[src/logic/grsl_pkg.sv]
// package: constants for the bus remote/local and status logic
package grsl_pkg;
  // register byte offsets on the control bus
  localparam logic [7:0] OFF_CTRL     = 8'h00;
  localparam logic [7:0] OFF_STB      = 8'h04;
  localparam logic [7:0] OFF_SRE      = 8'h08;
  localparam logic [7:0] OFF_ESR      = 8'h0c;
  localparam logic [7:0] OFF_ESE      = 8'h10;
  localparam logic [7:0] OFF_RSP      = 8'h14;
  localparam logic [7:0] OFF_RXD      = 8'h18;
  localparam logic [7:0] OFF_CLS      = 8'h1c;
  localparam logic [7:0] OFF_SET_BASE = 8'h20;
  localparam logic [7:0] SET_STRIDE   = 8'h10;
  localparam logic [7:0] SET_COND     = 8'h00;
  localparam logic [7:0] SET_EVT      = 8'h04;
  localparam logic [7:0] SET_ENA      = 8'h08;
  // reset values and field positions
  localparam logic [4:0] ADDR_RST     = 5'h0c;
  localparam int         MAV_BIT      = 4;
  localparam int         ESB_BIT      = 5;
  localparam int         MSS_BIT      = 6;
  localparam int         RSP_LAST_BIT = 8;
  localparam int         RXD_VAL_BIT  = 8;
  // interface command bytes sent under attention
  localparam logic [7:0] CMD_GTL      = 8'h01;
  localparam logic [7:0] CMD_SDC      = 8'h04;
  localparam logic [7:0] CMD_GET      = 8'h08;
  localparam logic [7:0] CMD_LLO      = 8'h11;
  localparam logic [7:0] CMD_DCL      = 8'h14;
  localparam logic [7:0] CMD_SPE      = 8'h18;
  localparam logic [7:0] CMD_SPD      = 8'h19;
  localparam logic [7:0] CMD_UNL      = 8'h3f;
  localparam logic [7:0] CMD_UNT      = 8'h5f;
  localparam logic [2:0] GRP_LISTEN   = 3'h1;
  localparam logic [2:0] GRP_TALK     = 3'h2;
  // message characters
  localparam logic [7:0] CH_STAR      = 8'h2a;
  localparam logic [7:0] CH_QMARK     = 8'h3f;
  localparam logic [7:0] CH_SEMI      = 8'h3b;
  localparam logic [7:0] CH_SPACE     = 8'h20;
  localparam logic [7:0] CH_LF        = 8'h0a;
  // bus responses
  localparam logic [1:0] RESP_OKAY    = 2'h0;
  localparam logic [1:0] RESP_SLVERR  = 2'h2;
  // remote/local states
  typedef enum logic [1:0] {
    GRSL_LOCAL     = 2'b00,
    GRSL_REMOTE    = 2'b01,
    GRSL_REM_LOCK  = 2'b10,
    GRSL_LOC_LOCK  = 2'b11
  } grsl_rl_t;
endpackage

[src/logic/grsl_top.sv]
// module: bus remote/local control, command parsing and status system
// Behaviour
// [RL1] local key returns device to local
// [RL2] remote lights indicator, blocks keypad
// [RL3] remote enable from controller enters remote
// [RL4] interface clear aborts any transfer
// [RL5] service request line asserted for service
// [RL6] attention bytes are interface commands
// [RL7] lockout disables panel including local key
// [RL8] device clear idles the bus interface
// [RL9] addressed commands need own listen address
// [RL10] selective clear acts like device clear
// [RL11] go-to-local while addressed leaves remote
// [RL12] trigger while addressed starts triggered operation
// [RL13] serial poll sends status byte when talking
// [RL14] star means common, question mark means query
// [RL15] controller chains commands, at most 255 chars
// [RL16] controller ends each message with terminator
// [RL17] only latest query answered, only when talking
// [RL18] condition registers follow live status
// [RL19] event bits latch until read or cleared
// [RL20] enabled event bits form set summary
// [RL21] status byte mirrors summaries, not latched
// [RL22] service bit drives request line, reported
// [RL23] service bit from summaries and request enable
// [RL24] registers read as binary-weighted sum
// [RL25] enables cleared by zero, reset clears all
// [RL26] summary is OR of event AND enable
`timescale 1ns/1ps
module grsl_top #(
  parameter int NSETS = 4,
  parameter int KEY_W = 8
) (
  input  wire logic               aclk,
  input  wire logic               aresetn,
  input  wire logic [7:0]         awaddr,
  input  wire logic               awvalid,
  output logic                    awready,
  input  wire logic [31:0]        wdata,
  input  wire logic [3:0]         wstrb,
  input  wire logic               wvalid,
  output logic                    wready,
  output logic [1:0]              bresp,
  output logic                    bvalid,
  input  wire logic               bready,
  input  wire logic [7:0]         araddr,
  input  wire logic               arvalid,
  output logic                    arready,
  output logic [31:0]             rdata,
  output logic [1:0]              rresp,
  output logic                    rvalid,
  input  wire logic               rready,
  input  wire logic               ren_n,
  input  wire logic               ifc_n,
  input  wire logic               rx_valid,
  input  wire logic [7:0]         rx_data,
  input  wire logic               rx_atn_n,
  input  wire logic               rx_eoi_n,
  output logic                    rx_ready,
  output logic                    tx_valid,
  output logic [7:0]              tx_data,
  output logic                    tx_eoi,
  input  wire logic               tx_ready,
  output logic                    srq_out,
  output logic                    srq_oe_n,
  input  wire logic               local_key,
  input  wire logic               remote_key,
  input  wire logic [KEY_W-1:0]   keypad_in,
  output logic [KEY_W-1:0]        keypad_out,
  output logic                    remote_led,
  output logic                    trigger,
  input  wire logic [NSETS*8-1:0] cond,
  input  wire logic [7:0]         std_evt
);

  // word-aligned address of a byte address
  function automatic logic [7:0] word_of(input logic [7:0] a);
    return {a[7:2], 2'b00};
  endfunction

  // address of one field of status set k
  function automatic logic [7:0] set_addr(input int k, input logic [7:0] f);
    return grsl_pkg::OFF_SET_BASE + 8'(k) * grsl_pkg::SET_STRIDE + f;
  endfunction

  grsl_pkg::grsl_rl_t rl_state;
  logic [4:0]  my_addr;
  logic [7:0]  sre, esr, ese, rsp_byte, rxd_byte;
  logic [7:0]  evt [NSETS];
  logic [7:0]  ena [NSETS];
  logic [NSETS*8-1:0] cond_q;
  logic        aw_full, w_full, rsp_last, rsp_pend, rxd_full;
  logic [7:0]  aw_addr_q;
  logic [31:0] w_data_q;
  logic [3:0]  w_strb_q;
  logic        lad, tad, spm, sp_sent, ren_q;
  logic        unit_start, unit_common, unit_query, seen_space;
  logic [2:0]  rxd_flags;
  logic        wr_do, wr_hit, rd_take, rd_hit, dt, ct, abort, dev_clr;
  logic        next_aw_full, next_w_full, next_rvalid, next_rxd_full;
  logic        next_common, next_query, is_term, q_end, cls_wr;
  logic        sp_load, rsp_load, remote, esb, mss, esr_clr;
  logic [7:0]  stb, b;
  logic [NSETS-1:0] sums;
  logic [31:0] rd_mux;

  // bus handshakes and byte classification
  assign wr_do    = aw_full & w_full & ~bvalid;
  assign rd_take  = arvalid & arready;
  assign next_aw_full = (awvalid & awready) | (aw_full & ~wr_do);
  assign next_w_full  = (wvalid & wready) | (w_full & ~wr_do);
  assign next_rvalid  = rd_take | (rvalid & ~rready);
  assign b        = rx_data;
  assign ct       = rx_valid & ~rx_atn_n;             // [RL6]
  assign dt       = rx_valid & rx_ready & rx_atn_n;   // [RL6]
  assign abort    = ~ifc_n;
  assign dev_clr  = ct & ((b == grsl_pkg::CMD_DCL) |
                    ((b == grsl_pkg::CMD_SDC) & lad)); // [RL8] [RL10]
  assign remote   = (rl_state == grsl_pkg::GRSL_REMOTE) |
                    (rl_state == grsl_pkg::GRSL_REM_LOCK);
  assign cls_wr   = wr_do & (word_of(aw_addr_q) == grsl_pkg::OFF_CLS) &
                    w_strb_q[0] & w_data_q[0];
  assign esr_clr  = cls_wr |
                    (rd_take & (word_of(araddr) == grsl_pkg::OFF_ESR));

  // message framing: common/query flags of the current unit
  assign is_term     = (b == grsl_pkg::CH_LF) | (b == grsl_pkg::CH_SEMI) |
                       ~rx_eoi_n;
  assign next_common = unit_start ? (b == grsl_pkg::CH_STAR)
                                  : unit_common;      // [RL14]
  assign next_query  = unit_query |
                       ((b == grsl_pkg::CH_QMARK) & ~seen_space); // [RL14]
  assign q_end       = dt & is_term & next_query;
  assign next_rxd_full = ~dev_clr & (dt | (rxd_full & ~(rd_take &
                         (word_of(araddr) == grsl_pkg::OFF_RXD))));

  // summaries, status byte and service request
  always_comb begin
    for (int k = 0; k < NSETS; k++) begin
      sums[k] = |(evt[k] & ena[k]);                   // [RL20] [RL26]
    end
    esb = |(esr & ese);                               // [RL26]
    stb = 8'h00;
    stb[NSETS-1:0] = sums;                            // [RL21]
    stb[grsl_pkg::MAV_BIT] = rsp_pend;
    stb[grsl_pkg::ESB_BIT] = esb;
    mss = |(stb & sre & ~(8'h01 << grsl_pkg::MSS_BIT)); // [RL23]
    stb[grsl_pkg::MSS_BIT] = mss;                     // [RL22]
  end

  // transmit loads: serial poll first, then a pending response
  assign sp_load  = spm & tad & ~tx_valid & ~sp_sent & ~abort; // [RL13]
  assign rsp_load = ~spm & tad & ~tx_valid & rsp_pend & ~abort &
                    ~dev_clr;                         // [RL17]

  // register read multiplexer
  always_comb begin
    rd_mux = 32'h0;
    rd_hit = 1'b1;
    case (word_of(araddr))
      grsl_pkg::OFF_CTRL: rd_mux = {27'h0, my_addr};
      grsl_pkg::OFF_STB:  rd_mux = {24'h0, stb};      // [RL21] [RL24]
      grsl_pkg::OFF_SRE:  rd_mux = {24'h0, sre};
      grsl_pkg::OFF_ESR:  rd_mux = {24'h0, esr};
      grsl_pkg::OFF_ESE:  rd_mux = {24'h0, ese};
      grsl_pkg::OFF_RSP:  rd_mux = {23'h0, rsp_pend, rsp_byte};
      grsl_pkg::OFF_RXD:  rd_mux = {21'h0, rxd_flags, rxd_byte} &
                                   {23'h0, rxd_full, 8'hff};
      grsl_pkg::OFF_CLS:  rd_mux = 32'h0;
      default:            rd_hit = 1'b0;
    endcase
    for (int k = 0; k < NSETS; k++) begin
      if (word_of(araddr) == set_addr(k, grsl_pkg::SET_COND)) begin
        rd_mux = {24'h0, cond[k*8 +: 8]};             // [RL18]
        rd_hit = 1'b1;
      end
      if (word_of(araddr) == set_addr(k, grsl_pkg::SET_EVT)) begin
        rd_mux = {24'h0, evt[k]};                     // [RL24]
        rd_hit = 1'b1;
      end
      if (word_of(araddr) == set_addr(k, grsl_pkg::SET_ENA)) begin
        rd_mux = {24'h0, ena[k]};
        rd_hit = 1'b1;
      end
    end
  end

  // write address decode
  always_comb begin
    wr_hit = 1'b0;
    case (word_of(aw_addr_q))
      grsl_pkg::OFF_CTRL, grsl_pkg::OFF_SRE, grsl_pkg::OFF_ESE,
      grsl_pkg::OFF_RSP, grsl_pkg::OFF_CLS: wr_hit = 1'b1;
      default: wr_hit = 1'b0;
    endcase
    for (int k = 0; k < NSETS; k++) begin
      if (word_of(aw_addr_q) == set_addr(k, grsl_pkg::SET_ENA)) begin
        wr_hit = 1'b1;
      end
    end
  end

  // control bus write channel
  always_ff @(posedge aclk) begin
    if (!aresetn) begin
      aw_full   <= 1'b0;
      w_full    <= 1'b0;
      awready   <= 1'b1;
      wready    <= 1'b1;
      bvalid    <= 1'b0;
      bresp     <= grsl_pkg::RESP_OKAY;
      aw_addr_q <= 8'h00;
      w_data_q  <= 32'h0;
      w_strb_q  <= 4'h0;
    end else begin
      aw_full <= next_aw_full;
      w_full  <= next_w_full;
      awready <= ~next_aw_full;
      wready  <= ~next_w_full;
      if (awvalid & awready) begin
        aw_addr_q <= awaddr;
      end
      if (wvalid & wready) begin
        w_data_q <= wdata;
        w_strb_q <= wstrb;
      end
      if (wr_do) begin
        bvalid <= 1'b1;
        bresp  <= wr_hit ? grsl_pkg::RESP_OKAY : grsl_pkg::RESP_SLVERR;
      end else if (bready) begin
        bvalid <= 1'b0;
      end
    end
  end

  // control bus read channel
  always_ff @(posedge aclk) begin
    if (!aresetn) begin
      arready <= 1'b1;
      rvalid  <= 1'b0;
      rdata   <= 32'h0;
      rresp   <= grsl_pkg::RESP_OKAY;
    end else begin
      rvalid  <= next_rvalid;
      arready <= ~next_rvalid;
      if (rd_take) begin
        rdata <= rd_mux;
        rresp <= rd_hit ? grsl_pkg::RESP_OKAY : grsl_pkg::RESP_SLVERR;
      end
    end
  end

  // software-written registers
  always_ff @(posedge aclk) begin
    if (!aresetn) begin
      my_addr <= grsl_pkg::ADDR_RST;
      sre     <= 8'h00;                               // [RL25]
      ese     <= 8'h00;                               // [RL25]
      for (int k = 0; k < NSETS; k++) begin
        ena[k] <= 8'h00;                              // [RL25]
      end
    end else if (wr_do & w_strb_q[0]) begin
      case (word_of(aw_addr_q))
        grsl_pkg::OFF_CTRL: my_addr <= w_data_q[4:0];
        grsl_pkg::OFF_SRE:  sre     <= w_data_q[7:0]; // [RL23] [RL25]
        grsl_pkg::OFF_ESE:  ese     <= w_data_q[7:0]; // [RL20] [RL25]
        default: ;
      endcase
      for (int k = 0; k < NSETS; k++) begin
        if (word_of(aw_addr_q) == set_addr(k, grsl_pkg::SET_ENA)) begin
          ena[k] <= w_data_q[7:0];                    // [RL20] [RL25]
        end
      end
    end
  end

  // event registers: set wins over a read or clear in the same cycle
  always_ff @(posedge aclk) begin
    if (!aresetn) begin
      esr    <= 8'h00;                                // [RL25]
      cond_q <= '0;
      for (int k = 0; k < NSETS; k++) begin
        evt[k] <= 8'h00;                              // [RL25]
      end
    end else begin
      cond_q <= cond;
      esr    <= (esr & ~{8{esr_clr}}) | std_evt;      // [RL19]
      for (int k = 0; k < NSETS; k++) begin
        evt[k] <= (evt[k] & ~{8{cls_wr | (rd_take & (word_of(araddr) ==
                  set_addr(k, grsl_pkg::SET_EVT)))}}) |
                  (cond[k*8 +: 8] & ~cond_q[k*8 +: 8]); // [RL19]
      end
    end
  end

  // listen/talk addressing and serial poll mode
  always_ff @(posedge aclk) begin
    if (!aresetn) begin
      lad <= 1'b0;
      tad <= 1'b0;
      spm <= 1'b0;
    end else if (abort) begin
      lad <= 1'b0;                                    // [RL4]
      tad <= 1'b0;
      spm <= 1'b0;
    end else if (ct) begin
      if (b == grsl_pkg::CMD_UNL) begin
        lad <= 1'b0;
      end else if (b == grsl_pkg::CMD_UNT) begin
        tad <= 1'b0;
      end else if (b == {grsl_pkg::GRP_LISTEN, my_addr}) begin
        lad <= 1'b1;                                  // [RL9]
        tad <= 1'b0;
      end else if (b[7:5] == grsl_pkg::GRP_TALK) begin
        tad <= (b[4:0] == my_addr);
        if (b[4:0] == my_addr) begin
          lad <= 1'b0;
        end
      end else if (b == grsl_pkg::CMD_SPE) begin
        spm <= 1'b1;                                  // [RL13]
      end else if (b == grsl_pkg::CMD_SPD) begin
        spm <= 1'b0;                                  // [RL13]
      end
    end
  end

  // remote/local state with lockout
  always_ff @(posedge aclk) begin
    if (!aresetn) begin
      rl_state <= grsl_pkg::GRSL_LOCAL;
      ren_q    <= 1'b0;
    end else begin
      ren_q <= ~ren_n;
      case (rl_state)
        grsl_pkg::GRSL_LOCAL, grsl_pkg::GRSL_REMOTE,
        grsl_pkg::GRSL_REM_LOCK, grsl_pkg::GRSL_LOC_LOCK: begin
          if (ren_n & ren_q) begin
            rl_state <= grsl_pkg::GRSL_LOCAL;         // lockout released
          end else if (~ren_n & ~ren_q) begin
            rl_state <= rl_state[1] ? grsl_pkg::GRSL_REM_LOCK
                                    : grsl_pkg::GRSL_REMOTE; // [RL3]
          end else if (ct & (b == grsl_pkg::CMD_LLO)) begin
            rl_state <= remote ? grsl_pkg::GRSL_REM_LOCK
                               : grsl_pkg::GRSL_LOC_LOCK; // [RL7]
          end else if (ct & (b == grsl_pkg::CMD_GTL) & lad) begin
            rl_state <= rl_state[1] ? grsl_pkg::GRSL_LOC_LOCK
                                    : grsl_pkg::GRSL_LOCAL; // [RL11]
          end else if (local_key &
                       (rl_state == grsl_pkg::GRSL_REMOTE)) begin
            rl_state <= grsl_pkg::GRSL_LOCAL;         // [RL1] [RL7]
          end else if (remote_key & ~remote) begin
            rl_state <= rl_state[1] ? grsl_pkg::GRSL_REM_LOCK
                                    : grsl_pkg::GRSL_REMOTE;
          end
        end
        default: rl_state <= grsl_pkg::GRSL_LOCAL;
      endcase
    end
  end

  // front panel outputs, trigger and service request pin
  always_ff @(posedge aclk) begin
    if (!aresetn) begin
      keypad_out <= '0;
      remote_led <= 1'b0;
      trigger    <= 1'b0;
      srq_out    <= 1'b0;
      srq_oe_n   <= 1'b1;
    end else begin
      keypad_out <= remote ? '0 : keypad_in;          // [RL2]
      remote_led <= remote;                           // [RL2]
      trigger    <= ct & (b == grsl_pkg::CMD_GET) & lad; // [RL9] [RL12]
      srq_out    <= 1'b0;
      srq_oe_n   <= ~mss;                             // [RL5] [RL22]
    end
  end

  // received message bytes and framing state
  always_ff @(posedge aclk) begin
    if (!aresetn) begin
      rxd_full    <= 1'b0;
      rx_ready    <= 1'b1;
      rxd_byte    <= 8'h00;
      rxd_flags   <= 3'h0;
      unit_start  <= 1'b1;
      unit_common <= 1'b0;
      unit_query  <= 1'b0;
      seen_space  <= 1'b0;
    end else begin
      rxd_full <= next_rxd_full;
      rx_ready <= ~next_rxd_full;
      if (dev_clr | abort) begin
        unit_start <= 1'b1;                           // [RL8]
        unit_query <= 1'b0;
        seen_space <= 1'b0;
      end else if (dt) begin
        rxd_byte    <= b;
        rxd_flags   <= {is_term, next_query, next_common};
        unit_start  <= is_term;
        unit_common <= is_term ? 1'b0 : next_common;
        unit_query  <= is_term ? 1'b0 : next_query;
        seen_space  <= ~is_term & (seen_space | (b == grsl_pkg::CH_SPACE));
      end
    end
  end

  // response holding and talker output
  always_ff @(posedge aclk) begin
    if (!aresetn) begin
      rsp_pend <= 1'b0;
      rsp_byte <= 8'h00;
      rsp_last <= 1'b0;
      tx_valid <= 1'b0;
      tx_data  <= 8'h00;
      tx_eoi   <= 1'b0;
      sp_sent  <= 1'b0;
    end else begin
      if (dev_clr | q_end) begin
        rsp_pend <= 1'b0;                             // [RL8] [RL17]
      end else if (wr_do & w_strb_q[0] &
                   (word_of(aw_addr_q) == grsl_pkg::OFF_RSP)) begin
        rsp_pend <= 1'b1;
        rsp_byte <= w_data_q[7:0];
        rsp_last <= w_data_q[grsl_pkg::RSP_LAST_BIT];
      end else if (rsp_load) begin
        rsp_pend <= 1'b0;
      end
      if (ct & ((b == grsl_pkg::CMD_SPE) | (b == grsl_pkg::CMD_SPD))) begin
        sp_sent <= 1'b0;
      end else if (sp_load) begin
        sp_sent <= 1'b1;
      end
      if (abort | dev_clr) begin
        tx_valid <= 1'b0;                             // [RL4] [RL8]
      end else if (sp_load) begin
        tx_valid <= 1'b1;
        tx_data  <= stb;                              // [RL13]
        tx_eoi   <= 1'b0;
      end else if (rsp_load) begin
        tx_valid <= 1'b1;
        tx_data  <= rsp_byte;                         // [RL17]
        tx_eoi   <= rsp_last;
      end else if (tx_ready) begin
        tx_valid <= 1'b0;
      end
    end
  end
endmodule

[config.mk]
export PLATFORM = sky130hd
export DESIGN_NAME = grsl_top
export DESIGN_NICKNAME = d
export VERILOG_FILES = /design/src/logic/grsl_pkg.sv /design/src/logic/grsl_top.sv
export SDC_FILE = /design/constraint.sdc
export NUM_CORES = 1
export LEC_CHECK = 0
export BUFFER_PORTS_ARGS = -buffer_cell sky130_fd_sc_hd__buf_4
export CAP_MARGIN = 20
export CORE_MARGIN = 4
export CORE_UTILIZATION = 30
export DETAILED_ROUTE_END_ITERATION = 12
export GPL_TIMING_DRIVEN = 0
export SYNTH_ARGS = -nofsm -noshare
export SYNTH_HDL_FRONTEND = slang
export SYNTH_SLANG_ARGS = --single-unit
[constraint.sdc]
create_clock -name aclk -period 4.44 [get_ports aclk]
set_input_delay 0.444 -clock aclk [delete_from_list [all_inputs] [get_ports aclk]]
set_output_delay 0.444 -clock aclk [all_outputs]
set_load 0.01 [all_outputs]
* Yosys cells after proc, flatten, opt, wreduce, memory -nomap -nowiden
Memories as Yosys holds them, arrays and structs flattened. Index checks and enable logic that the tools add are counted.
Storage, ports and cells: register bits after elaboration 177, output and inout bits 64, bits in writable memories 64, memories kept 2, bits in read-only memories 0, logic and storage cells 352, input bits 123, bits in latches 0
Memory list:
- ena | words 4, bits a word 8, rd ports 4, clocked after memory_dff 0, wr ports 4, RTL line grsl_top.sv:90 | logic [7:0] ena [NSETS];
- evt | words 4, bits a word 8, rd ports 4, clocked after memory_dff 0, wr ports 4, RTL line grsl_top.sv:89 | logic [7:0] evt [NSETS];
Operators by class: add/subtract/negate cells 0, shift operators 0, muxes and demuxes 93, div/mod/pow operators 0, equality and inequality tests 48, bitwise logic cells 133, order comparisons 0, multiply operators 0, reduce and logical (&&, ||, !) cells 34
Operator list (number):
- $mux 32 | 12
- $and 8x8->8 | 14
- $mux 8 | 10
- $pmux 11 s7 | 1
- $not 8->8 | 9
- $mux 1 | 59
- $and 1x1->1 | 49
- $eq 6x4->1 const B | 8
- $eq 6x5->1 const B | 8
- $reduce_or 8->1 | 6
- $eq 6x3->1 const B | 7
- $or 8x8->8 | 5
- $eq 8x5->1 const B | 4
- $eq 8x6->1 const B | 4
- $not 1->1 | 28
- $or 1x1->1 | 26
- $mux 2 | 11
- $eq 6x2->1 const B | 3
- $eq 8x4->1 const B | 2
- $reduce_and 2->1 | 7
- $logic_not 6->1 | 2
- $reduce_bool 3->1 | 4
- $and 11x9->11 | 1
- $and 6x8->8 | 1
- other kinds (20) | 27

* Depth between registers and ports, before layout
Gate-level depths: netlist of run 1. An unclocked memory read counts as a cell.
depth after elaboration 18, gate-level depth with buffers 9, depth with buffers taken out 8

* Worst setup path before layout of run 1
Ideal clock, no wire load.
path kind in2reg, start point in araddr[7], end point reg rdata[4], data arrival time 2.052 ns, slack 2.260 ns, setup time 0.128 ns, path buffers 3, stages on the path 9, data required time 4.312 ns, cell sequence buf_6 -> or3b_4 -> buf_6 -> or3_1 -> buf_6 -> o2111ai_2 -> a31oi_1 -> a2111oi_1 -> nor2_1
On the way: cells in the longest elaborated chain, start to end 14, elaborated cells on any way between the ends 32, classes of those cells eq/ne: 18; mux: 13; reduce/logical: 1
Ends and longest elaborated chain:
- start: declaration | RTL line grsl_top.sv:46 | input wire logic [7:0] araddr,
- $eq 6x3->1, or another cell as far along | RTL line grsl_top.sv:160 | case (word_of(araddr))
- $pmux 11 s7 | RTL line grsl_top.sv:160
- $mux 32 | RTL line grsl_top.sv:173 | if (word_of(araddr) == set_addr(k, grsl_pkg::SET_COND)) begin
- $mux 32 | RTL line grsl_top.sv:177 | if (word_of(araddr) == set_addr(k, grsl_pkg::SET_EVT)) begin
- $mux 32 | RTL line grsl_top.sv:181 | if (word_of(araddr) == set_addr(k, grsl_pkg::SET_ENA)) begin
- $mux 32 | RTL line grsl_top.sv:173
- $mux 32 | RTL line grsl_top.sv:177
- $mux 32 | RTL line grsl_top.sv:181
- $mux 32 | RTL line grsl_top.sv:173
- $mux 32 | RTL line grsl_top.sv:177
- $mux 32 | RTL line grsl_top.sv:181
- $mux 32 | RTL line grsl_top.sv:173
- $mux 32 | RTL line grsl_top.sv:177
- $mux 32 * | RTL line grsl_top.sv:181
- end signal: assignment | RTL line grsl_top.sv:247 | rdata <= rd_mux;
- end: declaration | RTL line grsl_top.sv:49 | output logic [31:0] rdata,
Every way passes the cells marked *; elsewhere a longest branch is shown, timed or not. A chain may end at the register's enable or synchronous reset.

==> summary.txt, run 1 <==
Placed design
  – Pre-CTS WS: 1060 ps
  – Post-DP HPWL: 26400 microns
  – IO buf count: 123
  – Inst Count DP: 1704
  – GP Congestion: 0.929

Timing
  – Tmin final: 2870 ps
  – Final hold slack: 97.1 ps
  – Worst Tran Pin Value: 1130 ps
  – Hold Vio Cnt, Final: 0
  – RSZ-0062 raised after global routing: false
  – Clock skew: 8.42 ps
  – Final worst-path cycle share: 64.6%
  – Fin worst setup slack: 1570 ps
  – Max-Slew Margin vs Limit: 24.7%
  – Fmax: 0.349 GHz
  – Fin Setup TNS: 0 ps
  – # setup viols final: 0
  – Fin. max-slew vios: 0

Synth
  – Ys async rst share: 0%
  – Syn_area_per_cell: 8.92 sq um
  – Synth Register Bits: 212
  – Post-synth top area share: 36.3%
  – Warnings from Yosys: 0
  – Top post-synthesis cells by area: dfxtp_1, edfxtp_1, nand2_1
  – Netlist cell types: 79
  – EDFF count, synth: 32
  – Post-synthesis cell area: 9910 sq um
  – Synth Instances: 1111
  – Yosys top cell by area: dfxtp_1
  – Top FF cell, synth: dfxtp_1
  – Register area share after synthesis: 46.0%

Final layout
  – Reg area: 4560 sq um
  – Diodes inserted: 0
  – Layout Cells excl Fill: 1749
  – Commonest non-fill, non-tap cell in the layout: dfxtp_1
  – Commonest non-fill, non-tap cells in the layout: dfxtp_1, nand2_1, buf_4
  – Filler cell count in the final layout: 3427
  – Multi-input gate area: 4790 sq um
  – Layout area overhead: 24.2%
  – Layout cell share with drive strength beyond 1: 18.1%
  – Final Net Count: 1416

Detailed routing
  – Remaining antenna violation count after routing: 0
  – Vias: 8900
  – Vias/cell: 5.09
  – DR iter-0 viols: 924
  – # DRC: 0
  – Routed wire length: 34900 microns
  – Wire per inst: 19.9 microns
  – Pre-Repair DR Iteration Count: 5

Setup path
  – Critical R2R Launch: w_data_q[0]
  – Worst setup path endpoint: evt[2][5]
  – Worst path arrival time: 3260 ps
  – Endpoint class of the critical path: flip-flop
  – Critical Path Source: w_data_q[0]
  – Crit Path Class: reg -> reg
  – Worst EP required: 4830 ps
  – CP max FO: 10
  – Reg2reg path depth: 6
  – Worst reg2reg setup slack: 1570 ps
  – Critical path startpoint category: flip-flop
  – Worst R2R End: evt[2][5]

Global route
  – Overflow after GRT: 0
  – Vias in the first global route: 8518
  – GRT Resource Usage Total: 18.5%
  – Met2 usage: 30.3%
  – GRT met1 Usage: 25.3%
  – First-pass GRT wire length: 51400 microns
  – Met3 Usage GRT: 3.28%
  – Initial antenna violation count: 0
  – Pin count of the biggest net entering global routing: 14
  – GRT Max-Usage Layer: met2

Clock network
  – CTS H-tree lvls: 1
  – Cts hold-fix bufs: 0
  – Max Buffers Root-to-Sink: 3
  – Num Clock Sinks: 212
  – CTS Buf Count: 24
  – CTS tree: built
  – CTS resizes: 0
  – Post-CTS setup buffer count: 0
  – Clock Root Buffer: clkbuf_16
  – Worst-path clk slew: 60 ps
  – Worst-Skew Late Latency: 520 ps

Power
  – Power Density: 372 nW/um^2
  – P_leak: 5.07 nW
  – VDD IR max: 0.000239 V

Die
  – Die width: 190 microns
  – Area of the core: 32500 sq um
  – Initial Util: 30.5%
  – # IOs: 187
  – Site Rows: 66
  – Die area: 36000 sq um
  – Die Y: 190 microns

Job
  – MaxCap Viol Count: 0

Hold path
  – Hold_sp: ren_n
  – Hold WC Path Type: in -> reg

Run status
  – Outcome: completed
## worst min-delay path by stage
stage                           end  slack [ps]  cells past startpoint
final                         ren_q         100                      2
after global routing          ren_q          90                      2
after CTS                     ren_q          80                      2
after detailed placement  evt[1][7]         410                      1
after global placement    evt[0][2]         400                      1
after floorplan           evt[0][0]         400                      1
## metal layers
layer,up-vias,part of all wire (%),wire [microns]
li1,4238,-,-
met1,4209,44,15200
met2,390,45,15800
met3,63,8.1,2820
met4,0,3.0,1060
met5,-,0,0
## logic make-up (layout without fill, tap and decap cells)
family,count (synthesis),count (layout),synth area share [%]
buf+inv,137,308,6.61
simple gates,441,441,23.1
xor+xnor,7,7,0.618
fa+ha+maj,4,4,0.505
other cells,1,26,0.0378
flops,212,212,46.0
mux,49,49,5.30
compound gates,260,260,17.7
## power breakdown
part | internal [mW] | total (mW) | switching (mW)
logic | 0.191 | 0.461 | 0.270
clock network | 1.20 | 1.99 | 0.793
registers | 2.04 | 2.12 | 0.0864
total | 3.43 | 4.58 | 1.15
## synth_stat cells, drive strengths merged, types with 4 or more instances
library cell / number
nor2: 50
nand2: 175
xnor2: 6
nor4: 7
clkbuf: 41
inv: 49
o311ai: 4
o211ai: 10
a221oi: 8
nor3b: 6
ha: 4
a22oi: 30
nor3: 20
o21a: 5
a211oi: 5
a21boi: 37
edfxtp: 32
o21ai: 70
nand3: 23
nand4: 9
a21oi: 38
a221o: 7
buf: 47
mux2: 8
mux2i: 39
and3: 19
nand3b: 5
a31oi: 9
or3: 7
dfxtp: 180
nor2b: 50
nand2b: 9
and2: 40
## through the flow
step | util [%] | total power, mW | area [sq um]
2_1_floorplan | - | 2.38 | 10000
3_3_place_gp | 35.3 | 2.61 | 11500
3_5_place_dp | 35.4 | 2.62 | 11500
4_1_cts | 37.8 | 4.62 | 12300
5_1_grt | 37.8 | 4.75 | 12300
6_report | 37.8 | 4.58 | 12300
## worst max-delay path, cell delays in order (launching register included)
cell	delay [ps]
dfxtp_1	300
clkbuf_1	630
nand4_1	220
o21ai_0	910
a21oi_1	400
nand2_1	170
o21ai_0	90
## area by class of cell
class / instances / area share [%]
clock inverters: 4 / 0.183
well taps: 442 / 4.49
clock buffers: 40 / 6.37
flip-flops and latches: 212 / 37.1
repair buffers: 127 / 7.68
multi-input cells: 787 / 38.9
plain buffers: 88 / 3.83
inverters: 49 / 1.49
## state kept, by name (all words and copies together) (netlist names), 5 cells and up
| register | flops |
|---|---|
| rxd_byte | 8 |
| sre | 8 |
| rdata | 9 |
| ena | 32 |
| cond_q | 32 |
| my_addr | 5 |
| ese | 8 |
| keypad_out | 8 |
| w_data_q | 9 |
| rsp_byte | 8 |
| esr | 8 |
| evt | 32 |
| tx_data | 8 |
| aw_addr_q | 6 |
Power figures use the tool's default switching activity.
==> run 2: changes to the inputs <==
--- a/config.mk
+++ b/config.mk
@@ -5,6 +5,7 @@
 export SDC_FILE = /design/constraint.sdc
 export NUM_CORES = 1
 export LEC_CHECK = 0
+export ABC_AREA = 1
 export BUFFER_PORTS_ARGS = -buffer_cell sky130_fd_sc_hd__buf_4
 export CAP_MARGIN = 20
 export CORE_MARGIN = 4
==> constraint.sdc (replaced) <==
create_clock -name aclk -period 2.6 [get_ports aclk]
set_input_delay 0.26 -clock aclk [delete_from_list [all_inputs] [get_ports aclk]]
set_output_delay 0.26 -clock aclk [all_outputs]
set_load 0.01 [all_outputs]
==> summary.txt, run 2 <==
Setup path
  – Critical R2R Launch: ena[3][4] (was w_data_q[0])
  – Endpoint class of the critical path: flip-flop (unchanged)
  – Slowest stage delay, CP: 380 ps (was 910 ps)
  – Worst EP required: 2970 ps (was 4830 ps)
  – Worst setup path endpoint: rdata[3] (was evt[2][5])
  – Critical Path Source: ena[3][4] (was w_data_q[0])
  – Crit Path Class: reg -> reg (unchanged)
  – Reg2reg path depth: 14 (was 6)
  – Slowest cell on the critical path: edfxtp_1 (was o21ai_0)
  – Critical path startpoint category: flip-flop (unchanged)
  – Cell Chain, Critical Path: nand2_1 -> nand2_1 -> nor2_1 -> nand2_1 -> nand2_1 -> o211ai_1 -> nor2_1 -> nand3_1 -> a21oi_1 -> nand4_1 -> nand2_1 -> nand3_1 -> nand2_1 -> a21oi_1 (was clkbuf_1 -> nand4_1 -> o21ai_0 -> a21oi_1 -> nand2_1 -> o21ai_0)
  – Worst path arrival time: 2780 ps (was 3260 ps)
  – Most used cell, CP: nand2_1 (was o21ai_0)
  – CP max FO: 3 (was 10)
  – Worst reg2reg setup slack: 190 ps (was 1570 ps)
  – Worst R2R End: rdata[3] (was evt[2][5])

Synth
  – Post-synth top cells: nand2_1, inv_1, dfxtp_1 (was dfxtp_1, nand2_1, o21ai_0)
  – Top post-synthesis cells by area: dfxtp_1, nand2_1, edfxtp_1 (was dfxtp_1, edfxtp_1, nand2_1)
  – Warnings from Yosys: 0 (unchanged)
  – Most common cell in the synthesized netlist: nand2_1 (was dfxtp_1)
  – Post-synth top area share: 37.4% (was 36.3%)
  – Register area share after synthesis: 47.4% (was 46.0%)
  – Yosys top cell by area: dfxtp_1 (unchanged)
  – Syn_area_per_cell: 7.43 sq um (was 8.92 sq um)
  – Netlist cell types: 49 (was 79)
  – Top FF cell, synth: dfxtp_1 (unchanged)
  – Synth Register Bits: 212 (unchanged)
  – Post-synthesis cell area: 9630 sq um (was 9910 sq um)
  – EDFF count, synth: 32 (unchanged)
  – Synth Instances: 1297 (was 1111)
  – Ys async rst share: 0% (unchanged)

Global route
  – GRT Max-Usage Layer: met2 (unchanged)
  – Pin count of the biggest net entering global routing: 13 (was 14)
  – Met3 Usage GRT: 2.80% (was 3.28%)
  – Overflow after GRT: 0 (unchanged)
  – GRT met1 Usage: 23.8% (was 25.3%)
  – Initial antenna violation count: 0 (unchanged)
  – Met2 usage: 30.6% (was 30.3%)
  – Vias in the first global route: 9014 (was 8518)
  – First-pass GRT wire length: 50100 microns (was 51400 microns)
  – GRT Resource Usage Total: 18.0% (was 18.5%)

Clock network
  – Clock Root Buffer: clkbuf_16 (unchanged)
  – Post-CTS setup buffer count: 0 (unchanged)
  – Max Buffers Root-to-Sink: 3 (unchanged)
  – CTS Buf Count: 25 (was 24)
  – Worst-Skew Late Latency: 530 ps (was 520 ps)
  – CTS H-tree lvls: 1 (unchanged)
  – CTS tree: built (unchanged)
  – Worst-path clk slew: 60 ps (about the same)
  – Num Clock Sinks: 212 (unchanged)

Final layout
  – Reg area: 4560 sq um (unchanged)
  – Layout cell share with drive strength beyond 1: 15.6% (was 18.1%)
  – Filler cell count in the final layout: 3237 (was 3427)
  – Multi-input gate area: 4090 sq um (was 4790 sq um)
  – Commonest non-fill, non-tap cells in the layout: nand2_1, inv_1, dfxtp_1 (was dfxtp_1, nand2_1, buf_4)
  – Biggest regs: cond_q x32, ena x32, evt x32 (unchanged)
  – Layout area overhead: 30.4% (was 24.2%)
  – Final Net Count: 1654 (was 1416)
  – Commonest non-fill, non-tap cell in the layout: nand2_1 (was dfxtp_1)
  – Diodes inserted: 0 (unchanged)
  – Final design area excluding fillers: 12600 sq um (was 12300 sq um)

Run status
  – Outcome: completed (unchanged)

Power
  – VDD IR max: 0.000464 V (was 0.000239 V)
  – Power Density: 649 nW/um^2 (was 372 nW/um^2)
  – P_leak: 5.74 nW (was 5.07 nW)

Job
  – MaxCap Viol Count: 0 (unchanged)

Timing
  – Final worst-path cycle share: 92.7% (was 64.6%)
  – RSZ-0062 raised after global routing: false (unchanged)
  – Fin. max-slew vios: 0 (unchanged)
  – Max-Slew Margin vs Limit: 36.0% (was 24.7%)
  – # setup viols final: 0 (unchanged)
  – Clock skew: 15.2 ps (was 8.42 ps)
  – Final hold slack: 22.1 ps (was 97.1 ps)
  – Fmax: 0.415 GHz (was 0.349 GHz)
  – Tmin final: 2410 ps (was 2870 ps)
  – Hold Vio Cnt, Final: 0 (unchanged)
  – Fin Setup TNS: 0 ps (unchanged)
  – Worst Tran Pin Value: 951 ps (was 1130 ps)

Placed design
  – Placed Area: 11200 sq um (was 11500 sq um)
  – Post-DP HPWL: 24900 microns (was 26400 microns)
  – IO buf count: 129 (was 123)
  – GP Congestion: 0.940 (was 0.929)

Detailed routing
  – DR iter-0 viols: 741 (was 924)
  – Vias: 9236 (was 8900)
  – # DRC: 0 (unchanged)
  – Remaining antenna violation count after routing: 0 (unchanged)
  – Vias/cell: 4.74 (was 5.09)
  – Routed wire length: 32900 microns (was 34900 microns)
  – Wire per inst: 16.9 microns (was 19.9 microns)
  – Pre-Repair DR Iteration Count: 5 (unchanged)

Die
  – Site Rows: 65 (was 66)
  – Initial Util: 30.5% (about the same)
  – Die width: 187 microns (was 190 microns)
  – Area of the core: 31600 sq um (was 32500 sq um)
  – Die Y: 187 microns (was 190 microns)
  – # IOs: 187 (unchanged)
  – Die area: 35000 sq um (was 36000 sq um)

Hold path
  – Hold_sp: tx_ready (was ren_n)
  – Hold WC Path Type: in -> reg (unchanged)
==> run 2: how the worst min path moves through the flow <==
| stage | depth (start not counted) | slack (ps) | to |
|---|---|---|---|
| floorplan | 1 | 330 | ren_q |
| global placement | 1 | 410 | evt[1][4] |
| detailed placement | 1 | 420 | evt[2][4] |
| CTS | 4 | 5 | tx_valid |
| global route | 4 | 30 | trigger |
| finish | 4 | 20 | tx_valid |
==> run 2: per-layer routing <==
layer / part of all wire (%) / wire length [microns] / vias to the layer above
met5: 0 / 0 / -
met4: 2.7 / 893 / 0
met3: 5.8 / 1920 / 63
met2: 47 / 15400 / 296
met1: 44 / 14600 / 4256
li1: - / - / 4621
==> run 2: final cells by class <==
cell class | count | area share [%]
sequential | 212 | 36.3
multi-input combinational | 857 | 32.6
timing repair buffer | 178 | 11.6
clock buffer | 39 | 6.29
inverter | 193 | 5.77
tap | 402 | 4.00
buffer | 60 | 2.76
clock inverter | 6 | 0.687
==> run 2: cells by family after synthesis <==
kind of cell    after synthesis  synth area share [%]
simple gates                583                  26.0
buf+inv                     253                  11.1
compound gates              243                  14.9
flops                       212                  47.4
fa+ha+maj                     4                 0.520
xor+xnor                      1                0.0909
other cells                   1                0.0389
==> run 2: per-stage QoR <==
| step | cells | util, % | power, mW | setup WS (ps) |
|---|---|---|---|---|
| floorplan | 1322 | - | 4.07 | 988 |
| global placement | 1853 | 35.4 | 4.45 | 164 |
| detailed placement | 1853 | 35.4 | 4.46 | 162 |
| CTS | 1947 | 39.7 | 8.19 | 261 |
| global route | 1947 | 39.7 | 8.44 | 159 |
| finish | 1947 | 39.7 | 8.15 | 190 |
==> run 2: power breakdown <==
part / leakage (nW) / switching, mW / internal (mW)
clock network: 0.429 / 1.41 / 2.28
logic: 3.50 / 0.531 / 0.346
registers: 1.81 / 0.0951 / 3.49
==> run 2: what timing repair did <==
| item | CTS | global route |
|---|---|---|
| hold buffers | 49 | 0 |
| resized for setup | 0 | 0 |
| endpoints found under the hold margin | 50 | 0 |
==> run 2: worst max-delay path, delay by kind of cell, from the launching register on <==
family             cells  cell delay (ps)
and+or+nand+nor       11             1430
DFF                    1              380
AOI/OAI and AO/OA      3              450
